File: config.mk
export PLATFORM = sky130hd
export DESIGN_NAME = csr_top
export DESIGN_NICKNAME = d
export VERILOG_FILES = /design/src/rtl/csr_pkg.sv /design/src/rtl/csr_avg_if.sv /design/src/rtl/csr_avg.sv /design/src/rtl/csr_top.sv
export VERILOG_INCLUDE_DIRS = /design/src /design/src/rtl
export SDC_FILE = /design/constraint.sdc
export NUM_CORES = 1
export LEC_CHECK = 0
export BUFFER_PORTS_ARGS = -buffer_cell sky130_fd_sc_hd__buf_4
export CAP_MARGIN = 10
export CORE_MARGIN = 2
export CORE_UTILIZATION = 53
export CTS_CLUSTER_DIAMETER = 80
export DETAILED_ROUTE_END_ITERATION = 7
export PLACE_DENSITY_LB_ADDON = 0.3
export SLEW_MARGIN = 25
export SYNTH_ARGS = -nofsm -noshare
export SYNTH_HDL_FRONTEND = slang
export SYNTH_SLANG_ARGS = --single-unit
File: constraint.sdc
create_clock -name clk -period 11.3 [get_ports clk]
set_clock_uncertainty 0.15 [all_clocks]
set_input_delay 1.13 -clock clk [delete_from_list [all_inputs] [get_ports clk]]
set_output_delay 1.13 -clock clk [all_outputs]
set_load 0.01 [all_outputs]
File: src/rtl/csr_regs.svh
// Register offsets, field positions, reset values and fixed figures of the readout.
`ifndef CSR_REGS_SVH
`define CSR_REGS_SVH

// ==========================================================================
// Configuration register
// ==========================================================================
`define CSR_CFG_ADDR       8'h00
`define CSR_CFG_RESET      8'h00
`define CSR_GAIN_LSB       0
`define CSR_GAIN_MSB       1
`define CSR_FILT_LSB       2
`define CSR_FILT_MSB       3

// ==========================================================================
// Amplifier gains and code weight
// ==========================================================================
`define CSR_GAIN_X5        6'h05
`define CSR_GAIN_X25       6'h19
`define CSR_GAIN_X51       6'h33
// Converter code weight in units of 10 nV (68.66 uV).
`define CSR_ADC_LSB_10NV   13'h1_AD2

// ==========================================================================
// Converter rate and decimation per filter setting (log2 of samples averaged)
// ==========================================================================
`define CSR_STD_RATE_HZ    4000
`define CSR_SH_STD         3'h6
`define CSR_SH_NARROW      3'h7
`define CSR_SH_MID         3'h5
`define CSR_SH_WIDE        3'h4

`endif

File: src/rtl/csr_pkg.sv
// Types shared by the current sense readout.
package csr_pkg;

  // ========================================================================
  // Field encodings
  // ========================================================================
  typedef enum logic [1:0] {
    CSR_GAIN_X5,
    CSR_GAIN_X25A,
    CSR_GAIN_X25B,
    CSR_GAIN_X51
  } csr_gain_e;

  typedef enum logic [1:0] {
    CSR_FILT_STD,
    CSR_FILT_NARROW,
    CSR_FILT_MID,
    CSR_FILT_WIDE
  } csr_filt_e;

endpackage

File: src/rtl/csr_avg_if.sv
// Carrier between the readout top and its sample averager.
`timescale 1ns/1ps
interface csr_avg_if #(
  parameter int SW = 18,
  parameter int RW = 16
);
  logic signed [SW-1:0] sample;
  logic                 sample_valid;
  logic [2:0]           shift;
  logic                 restart;
  logic [RW-1:0]        result;
  logic                 result_valid;

  modport ctrl (output sample, output sample_valid, output shift, output restart,
                input result, input result_valid);
  modport avg  (input sample, input sample_valid, input shift, input restart,
                output result, output result_valid);
endinterface

File: src/rtl/csr_avg.sv
// Averages converter samples over one conversion period into a signed result.
`timescale 1ns/1ps
module csr_avg #(
  parameter int SW    = 18,
  parameter int FRAC  = 2,
  parameter int RW    = 16,
  parameter int MAXSH = 7
) (
  input wire logic clk,
  input wire logic rst,
  csr_avg_if.avg   bus
);
  localparam int ACC_W = SW + MAXSH + 1;
  localparam int CW    = MAXSH + 1;

  logic signed [ACC_W-1:0] acc_reg;
  logic signed [ACC_W-1:0] acc_next;
  logic signed [ACC_W-1:0] sum;
  logic signed [ACC_W-1:0] bias;
  logic signed [ACC_W-1:0] quot;
  logic [CW-1:0]           cnt_reg;
  logic [CW-1:0]           cnt_next;
  logic [CW-1:0]           last;
  logic [RW-1:0]           res_reg;
  logic [RW-1:0]           res_next;
  logic                    vld_reg;
  logic                    vld_next;

  // ========================================================================
  // Accumulate and divide
  // ========================================================================
  always_comb begin
    sum      = acc_reg + ACC_W'(bus.sample);
    last     = CW'((1 << bus.shift) - 1);
    bias     = ACC_W'((1 << (bus.shift + FRAC)) - 1);
    // Biasing negative sums before the shift makes it cut toward zero.
    quot     = sum[ACC_W-1] ? ((sum + bias) >>> (bus.shift + FRAC))
                            : (sum >>> (bus.shift + FRAC));
    acc_next = acc_reg;
    cnt_next = cnt_reg;
    res_next = res_reg;
    vld_next = 1'b0;
    if (bus.restart) begin
      acc_next = '0;
      cnt_next = '0;
    end else if (bus.sample_valid) begin
      if (cnt_reg == last) begin
        acc_next = '0;
        cnt_next = '0;
        res_next = quot[RW-1:0];
        vld_next = 1'b1;
      end else begin
        acc_next = sum;
        cnt_next = cnt_reg + CW'(1);
      end
    end
  end

  always_ff @(posedge clk or posedge rst) begin
    if (rst) begin
      acc_reg <= '0;
      cnt_reg <= '0;
      res_reg <= '0;
      vld_reg <= 1'b0;
    end else begin
      acc_reg <= acc_next;
      cnt_reg <= cnt_next;
      res_reg <= res_next;
      vld_reg <= vld_next;
    end
  end

  assign bus.result       = res_reg;
  assign bus.result_valid = vld_reg;
endmodule

File: src/rtl/csr_top.sv
// Current sense readout: configuration register, gain decode and result register.
`timescale 1ns/1ps
`include "csr_regs.svh"

// Behaviour
// - Gain field at 00h: 00 gives 5, 01 and 10 give 25, 11 gives 51.
// - Filter field at 00h picks one of four filters, setting rate and response.
// - Converter results are 16 bits, produced at 4 kHz on the standard filter; the samples taken here are 18 bits with 2 fraction bits.
// - Result register is 16 bits: sign bit then 15 value bits in code units.
// - Result MSB gives current direction; the other fifteen bits give the value.
// - Fraction below one code weight is truncated, never rounded.
// - Input-referred code weight is 68.66 uV divided by the selected gain.
// - Negative currents appear as two's complement values of the result.
// - Each period's average current is written to the result and passed on.
module csr_top #(
  parameter int SW    = 18,
  parameter int FRAC  = 2,
  parameter int RW    = 16
) (
  input  wire logic                 clk,
  input  wire logic                 rst,
  input  wire logic                 cfg_wr,
  input  wire logic                 cfg_rd,
  input  wire logic [7:0]           cfg_addr,
  input  wire logic [7:0]           cfg_wdata,
  output logic      [7:0]           cfg_rdata,
  input  wire logic signed [SW-1:0] conv_sample,
  input  wire logic                 conv_valid,
  output logic      [1:0]           amp_gain_sel,
  output logic      [5:0]           amp_gain_value,
  output logic      [12:0]          code_weight_10nv,
  output logic      [RW-1:0]        measured_current_result,
  output logic                      result_valid
);
  logic [7:0]  cfg_reg;
  logic [7:0]  cfg_next;
  logic [7:0]  rdata_reg;
  logic [7:0]  rdata_next;
  logic [5:0]  gain_reg;
  logic [5:0]  gain_next;
  logic [12:0] weight_reg;
  logic [12:0] weight_next;
  logic        cfg_hit;
  logic [2:0]  dec_shift;

  csr_avg_if #(.SW(SW), .RW(RW)) avg_bus ();

  // ========================================================================
  // Configuration register and its decodes
  // ========================================================================
  assign cfg_hit = cfg_wr && (cfg_addr == `CSR_CFG_ADDR);

  always_comb begin
    cfg_next   = cfg_hit ? cfg_wdata : cfg_reg;
    rdata_next = rdata_reg;
    if (cfg_rd) begin
      rdata_next = (cfg_addr == `CSR_CFG_ADDR) ? cfg_reg : 8'h00;
    end
    unique case (csr_pkg::csr_gain_e'(cfg_next[`CSR_GAIN_MSB:`CSR_GAIN_LSB]))
      csr_pkg::CSR_GAIN_X5:   gain_next = `CSR_GAIN_X5;
      csr_pkg::CSR_GAIN_X25A: gain_next = `CSR_GAIN_X25;
      csr_pkg::CSR_GAIN_X25B: gain_next = `CSR_GAIN_X25;
      csr_pkg::CSR_GAIN_X51:  gain_next = `CSR_GAIN_X51;
    endcase
    // Truncated like the result itself, so 25 reads 274 and not 275.
    weight_next = `CSR_ADC_LSB_10NV / 13'(gain_next);
  end

  always_ff @(posedge clk or posedge rst) begin
    if (rst) begin
      cfg_reg    <= `CSR_CFG_RESET;
      rdata_reg  <= 8'h00;
      gain_reg   <= `CSR_GAIN_X5;
      weight_reg <= `CSR_ADC_LSB_10NV / 13'(`CSR_GAIN_X5);
    end else begin
      cfg_reg    <= cfg_next;
      rdata_reg  <= rdata_next;
      gain_reg   <= gain_next;
      weight_reg <= weight_next;
    end
  end

  // ========================================================================
  // Filter selection steers the decimation length
  // ========================================================================
  always_comb begin
    unique case (csr_pkg::csr_filt_e'(cfg_reg[`CSR_FILT_MSB:`CSR_FILT_LSB]))
      csr_pkg::CSR_FILT_STD:    dec_shift = `CSR_SH_STD;
      csr_pkg::CSR_FILT_NARROW: dec_shift = `CSR_SH_NARROW;
      csr_pkg::CSR_FILT_MID:    dec_shift = `CSR_SH_MID;
      csr_pkg::CSR_FILT_WIDE:   dec_shift = `CSR_SH_WIDE;
    endcase
  end

  // A period that straddles a gain or filter change would mix two scales,
  // so such a write throws the partial period away.
  assign avg_bus.restart      = cfg_hit && (cfg_wdata[3:0] != cfg_reg[3:0]);
  assign avg_bus.sample       = conv_sample;
  assign avg_bus.sample_valid = conv_valid;
  assign avg_bus.shift        = dec_shift;

  csr_avg #(.SW(SW), .FRAC(FRAC), .RW(RW), .MAXSH(7)) u_avg (
    .clk (clk),
    .rst (rst),
    .bus (avg_bus)
  );

  assign cfg_rdata               = rdata_reg;
  assign amp_gain_sel            = cfg_reg[`CSR_GAIN_MSB:`CSR_GAIN_LSB];
  assign amp_gain_value          = gain_reg;
  assign code_weight_10nv        = weight_reg;
  // The whole word is replaced in one edge, so any read sees one period.
  assign measured_current_result = avg_bus.result;
  assign result_valid            = avg_bus.result_valid;

  // ========================================================================
  // Checks
  // ========================================================================
  logic [8:0] seen_reg;
  logic [8:0] seen_next;

  // A sample that arrives with the result strobe already opens the next period.
  always_comb begin
    seen_next = seen_reg;
    if (avg_bus.restart) begin
      seen_next = 9'h000;
    end else if (result_valid) begin
      seen_next = conv_valid ? 9'h001 : 9'h000;
    end else if (conv_valid) begin
      seen_next = seen_reg + 9'h001;
    end
  end

  always_ff @(posedge clk or posedge rst) begin
    if (rst) begin
      seen_reg <= 9'h000;
    end else begin
      seen_reg <= seen_next;
    end
  end
endmodule

==> impl_metrics.yaml <==
status:
  run_status: "complete, no violations"
worst_setup_path:
  worst_ep_required_time_ps: 11370
  setup.worst_path.class: "input port to flop"
  timing.critical_path.cells: "buf_4 > ha_1 > fa_1 > a21oi_1 > o21ai_1 > a221oi_2 > xor2_1 > inv_1 > ha_1 > a21oi_1 > nand2_1 > a221oi_1 > nand2_1 > a21oi_1 > o22ai_1 > a41oi_1 > xnor2_1 > a211oi_1 > nor3_1 > or3_1"
  crit_buf_inv: 2
  critPathMostFrequentCell: "sky130_fd_sc_hd__a21oi_1"
  worst_setup_path_end_kind: "flop"
  critical_path.max_stage_delay_ps: 450
  start_kind: "input port"
  cpLargestDelayFamily: "compound AO/OA/AOI/OAI gates"
  worst_ep_arrival_time_ps: 6360
  timing.critical_path.fanout_max: 9
  crit_path_top_delay_cell: "sky130_fd_sc_hd__xor2_1"
floorplan:
  dieHeight_um: 114
  top_level_ports: 85
  coreArea_um2: 11900
  design.die.area_um2: 13000
  fp-row-count: 40
  initial_core_utilization: 0.538
  chipWidth_um: 114
sta:
  fmaxAchievable_mhz: 159
  grt_setup_unrepaired: "no"
  setup_violations: 0
  timing.final.hold_violations: 0
  slew_at_the_pin_closest_to_its_max_slew_limit_ps: 911
  slew_violations: 0
  finalCriticalPeriod_ps: 6280
  relSlewSlack: 0.393
  finalCritPeriodShare: 0.556
  finalSetupTns_ps: 0
cts:
  clkLatencyLatePin_ps: 340
  cts_clock_pin_slew_for_the_worst_setup_and_hold_paths_ps: 70
  clock_sink_count: 78
  cts_htree_levels: 3
  cts_inserted_buffers: 9
  postCtsHoldBufs: 0
  clk_root_buffer_cell: "sky130_fd_sc_hd__clkbuf_16"
  cts_tree: "built"
  cts_setup_buffers: 0
  cts_max_path_buffers: 2
  post_cts_resize_count: 0
synthesis:
  yosysMostFrequentCell: "sky130_fd_sc_hd__nand2_1"
  ys_top_cells_by_count: "82 x sky130_fd_sc_hd__nand2_1, 75 x sky130_fd_sc_hd__dfrtp_1, 68 x sky130_fd_sc_hd__ha_1, 59 x sky130_fd_sc_hd__o21ai_0, 52 x sky130_fd_sc_hd__inv_1"
  syn_inst: 727
  synth-seq-area-share: 0.305
  number_of_flops_mapped_to_enable_cells_by_yosys: 0
  synth.area.top_cells: "sky130_fd_sc_hd__dfrtp_1 29%, sky130_fd_sc_hd__ha_1 13%, sky130_fd_sc_hd__nand2_1 4.8%"
  dominantRegCellSynth: "sky130_fd_sc_hd__dfrtp_1"
  synth.lib_cells_used.distinct: 73
  synthDominantCellAreaShare: 0.293
  synth_largest_area_cell: "sky130_fd_sc_hd__dfrtp_1"
  fraction_of_registers_with_async_set_or_reset_after_synthesis: 1.00
  synthesized_area_per_cell_um2: 8.82
  synth_seq_cells: 78
  mappedNetlistArea_um2: 6410
  synthesis.yosys.warnings: 0
global_route:
  first_global_vias: 5671
  global_route_wire_length_before_repair_um: 27000
  grt_overflow_total: 0
  grt_antenna_before_repair: 0
  total_track_usage: 0.258
  largest_net_degree_at_the_start_of_global_routing: 79
placed_design:
  place_hpwl_um: 11900
  port_buffers: 83
  place_congestion: 0.899
routing:
  drc_errors: 0
  via_count: 5678
  firstDrtPassIters: 6
  first_iter_violations: 336
  total_wirelength_um: 15900
  vias_per_cell: 6.01
  route.detailed.wl_per_inst_um: 16.9
  postRouteAntennaNets: 0
run:
  maxCapViolations: 0
final_layout:
  area_growth_syn_to_layout_pct: 15.4
  antenna_cells_inserted: 0
  final_core_utilization: 0.621
  drive_gt1_frac: 0.172
  layout.nets: 901
  num-fill-cells: 994
  largest_register_ffs: 26
worst_hold_path:
  min_path_type: "flop to flop"
-- cells by family after synthesis --
family                   share of synthesized area
AO/OA/AOI/OAI                                0.227
AND/OR/NAND/NOR                              0.140
buffers and inverters                       0.0577
flip-flops                                   0.305
adder cells (fa/ha/maj)                      0.136
XOR/XNOR                                    0.0749
multiplexers                                0.0591
other                                     0.000585
-- per-layer routing --
metal,global-route usage,part of all wire
met1,0.352,0.45
met2,0.416,0.46
met3,0.0441,0.070
met4,0.0894,0.015
met5,0,0
-- tightest hold or removal path: stages (launching register included) --
cell and delay [ps]:
sky130_fd_sc_hd__dfrtp_1 350, sky130_fd_sc_hd__nand2_1 50, sky130_fd_sc_hd__o21ai_0 60
-- worst paths after layout --
check	to	slack [ps]	depth (start not counted)	start
worst min-delay path	u_avg.acc_reg[11]	330	2	u_avg.acc_reg[11]
worst max register to register	u_avg.bus.result[15]	5520	19	u_avg.acc_reg[0]
worst min register to register	u_avg.acc_reg[11]	330	2	u_avg.acc_reg[11]
max in group asynchronous	u_avg.acc_reg[17]	9670	3	rst
worst max-delay path	u_avg.bus.result[15]	5020	20	conv_sample[0]
min in group asynchronous	u_avg.bus.result[0]	840	3	rst
-- cell usage in the layout, fill, tap and decap left out, drive strengths merged, types with 4 or more instances in the layout --
cell type,synthesis,final
a31oi,5,5
a41oi,5,5
o21bai,6,6
nor2b,6,6
a221oi,5,5
mux2i,24,24
nand4,7,7
xor2,21,21
o21ai,62,62
clkbuf,19,9
a22oi,6,6
xnor2,33,33
mux2,10,10
buf,14,86
inv,54,57
o2111ai,4,4
a21o,18,18
o21a,5,5
and2,4,4
nand2b,5,5
o211ai,8,8
nor3,9,9
a22o,14,14
a211oi,9,9
ha,68,68
and3,10,10
nand2,82,82
and4,5,5
dfrtp,75,75
o22ai,4,4
a21oi,44,44
nor2,38,38
nand3,9,9
-- area by class of cell --
class                           count  area (um2)  share of cell area
Tap cell                          147         184              0.0249
Clock buffer                        9         225              0.0304
Timing Repair Buffer               86         649              0.0878
Clock inverter                      7        80.1              0.0108
Inverter                           55         206              0.0279
Sequential cell                    78        1960               0.264
Multi-Input combinational cell    563        4100               0.554
-- metrics by stage --
step / setup WS, ps / hold WS [ps] / cells / area [um2]
4_1_cts: 5110 / 339 / 945 / 7390
3_5_place_dp: 4780 / 324 / 929 / 7090
3_3_place_gp: 5010 / 317 / 929 / 7090
5_1_grt: 4660 / 360 / 945 / 7400
6_report: 5020 / 333 / 945 / 7400
2_1_floorplan: 5560 / 304 / 729 / 6420
Power is not shown: default switching activity piles up to over one toggle a cycle in this logic, so the estimate is an artifact.
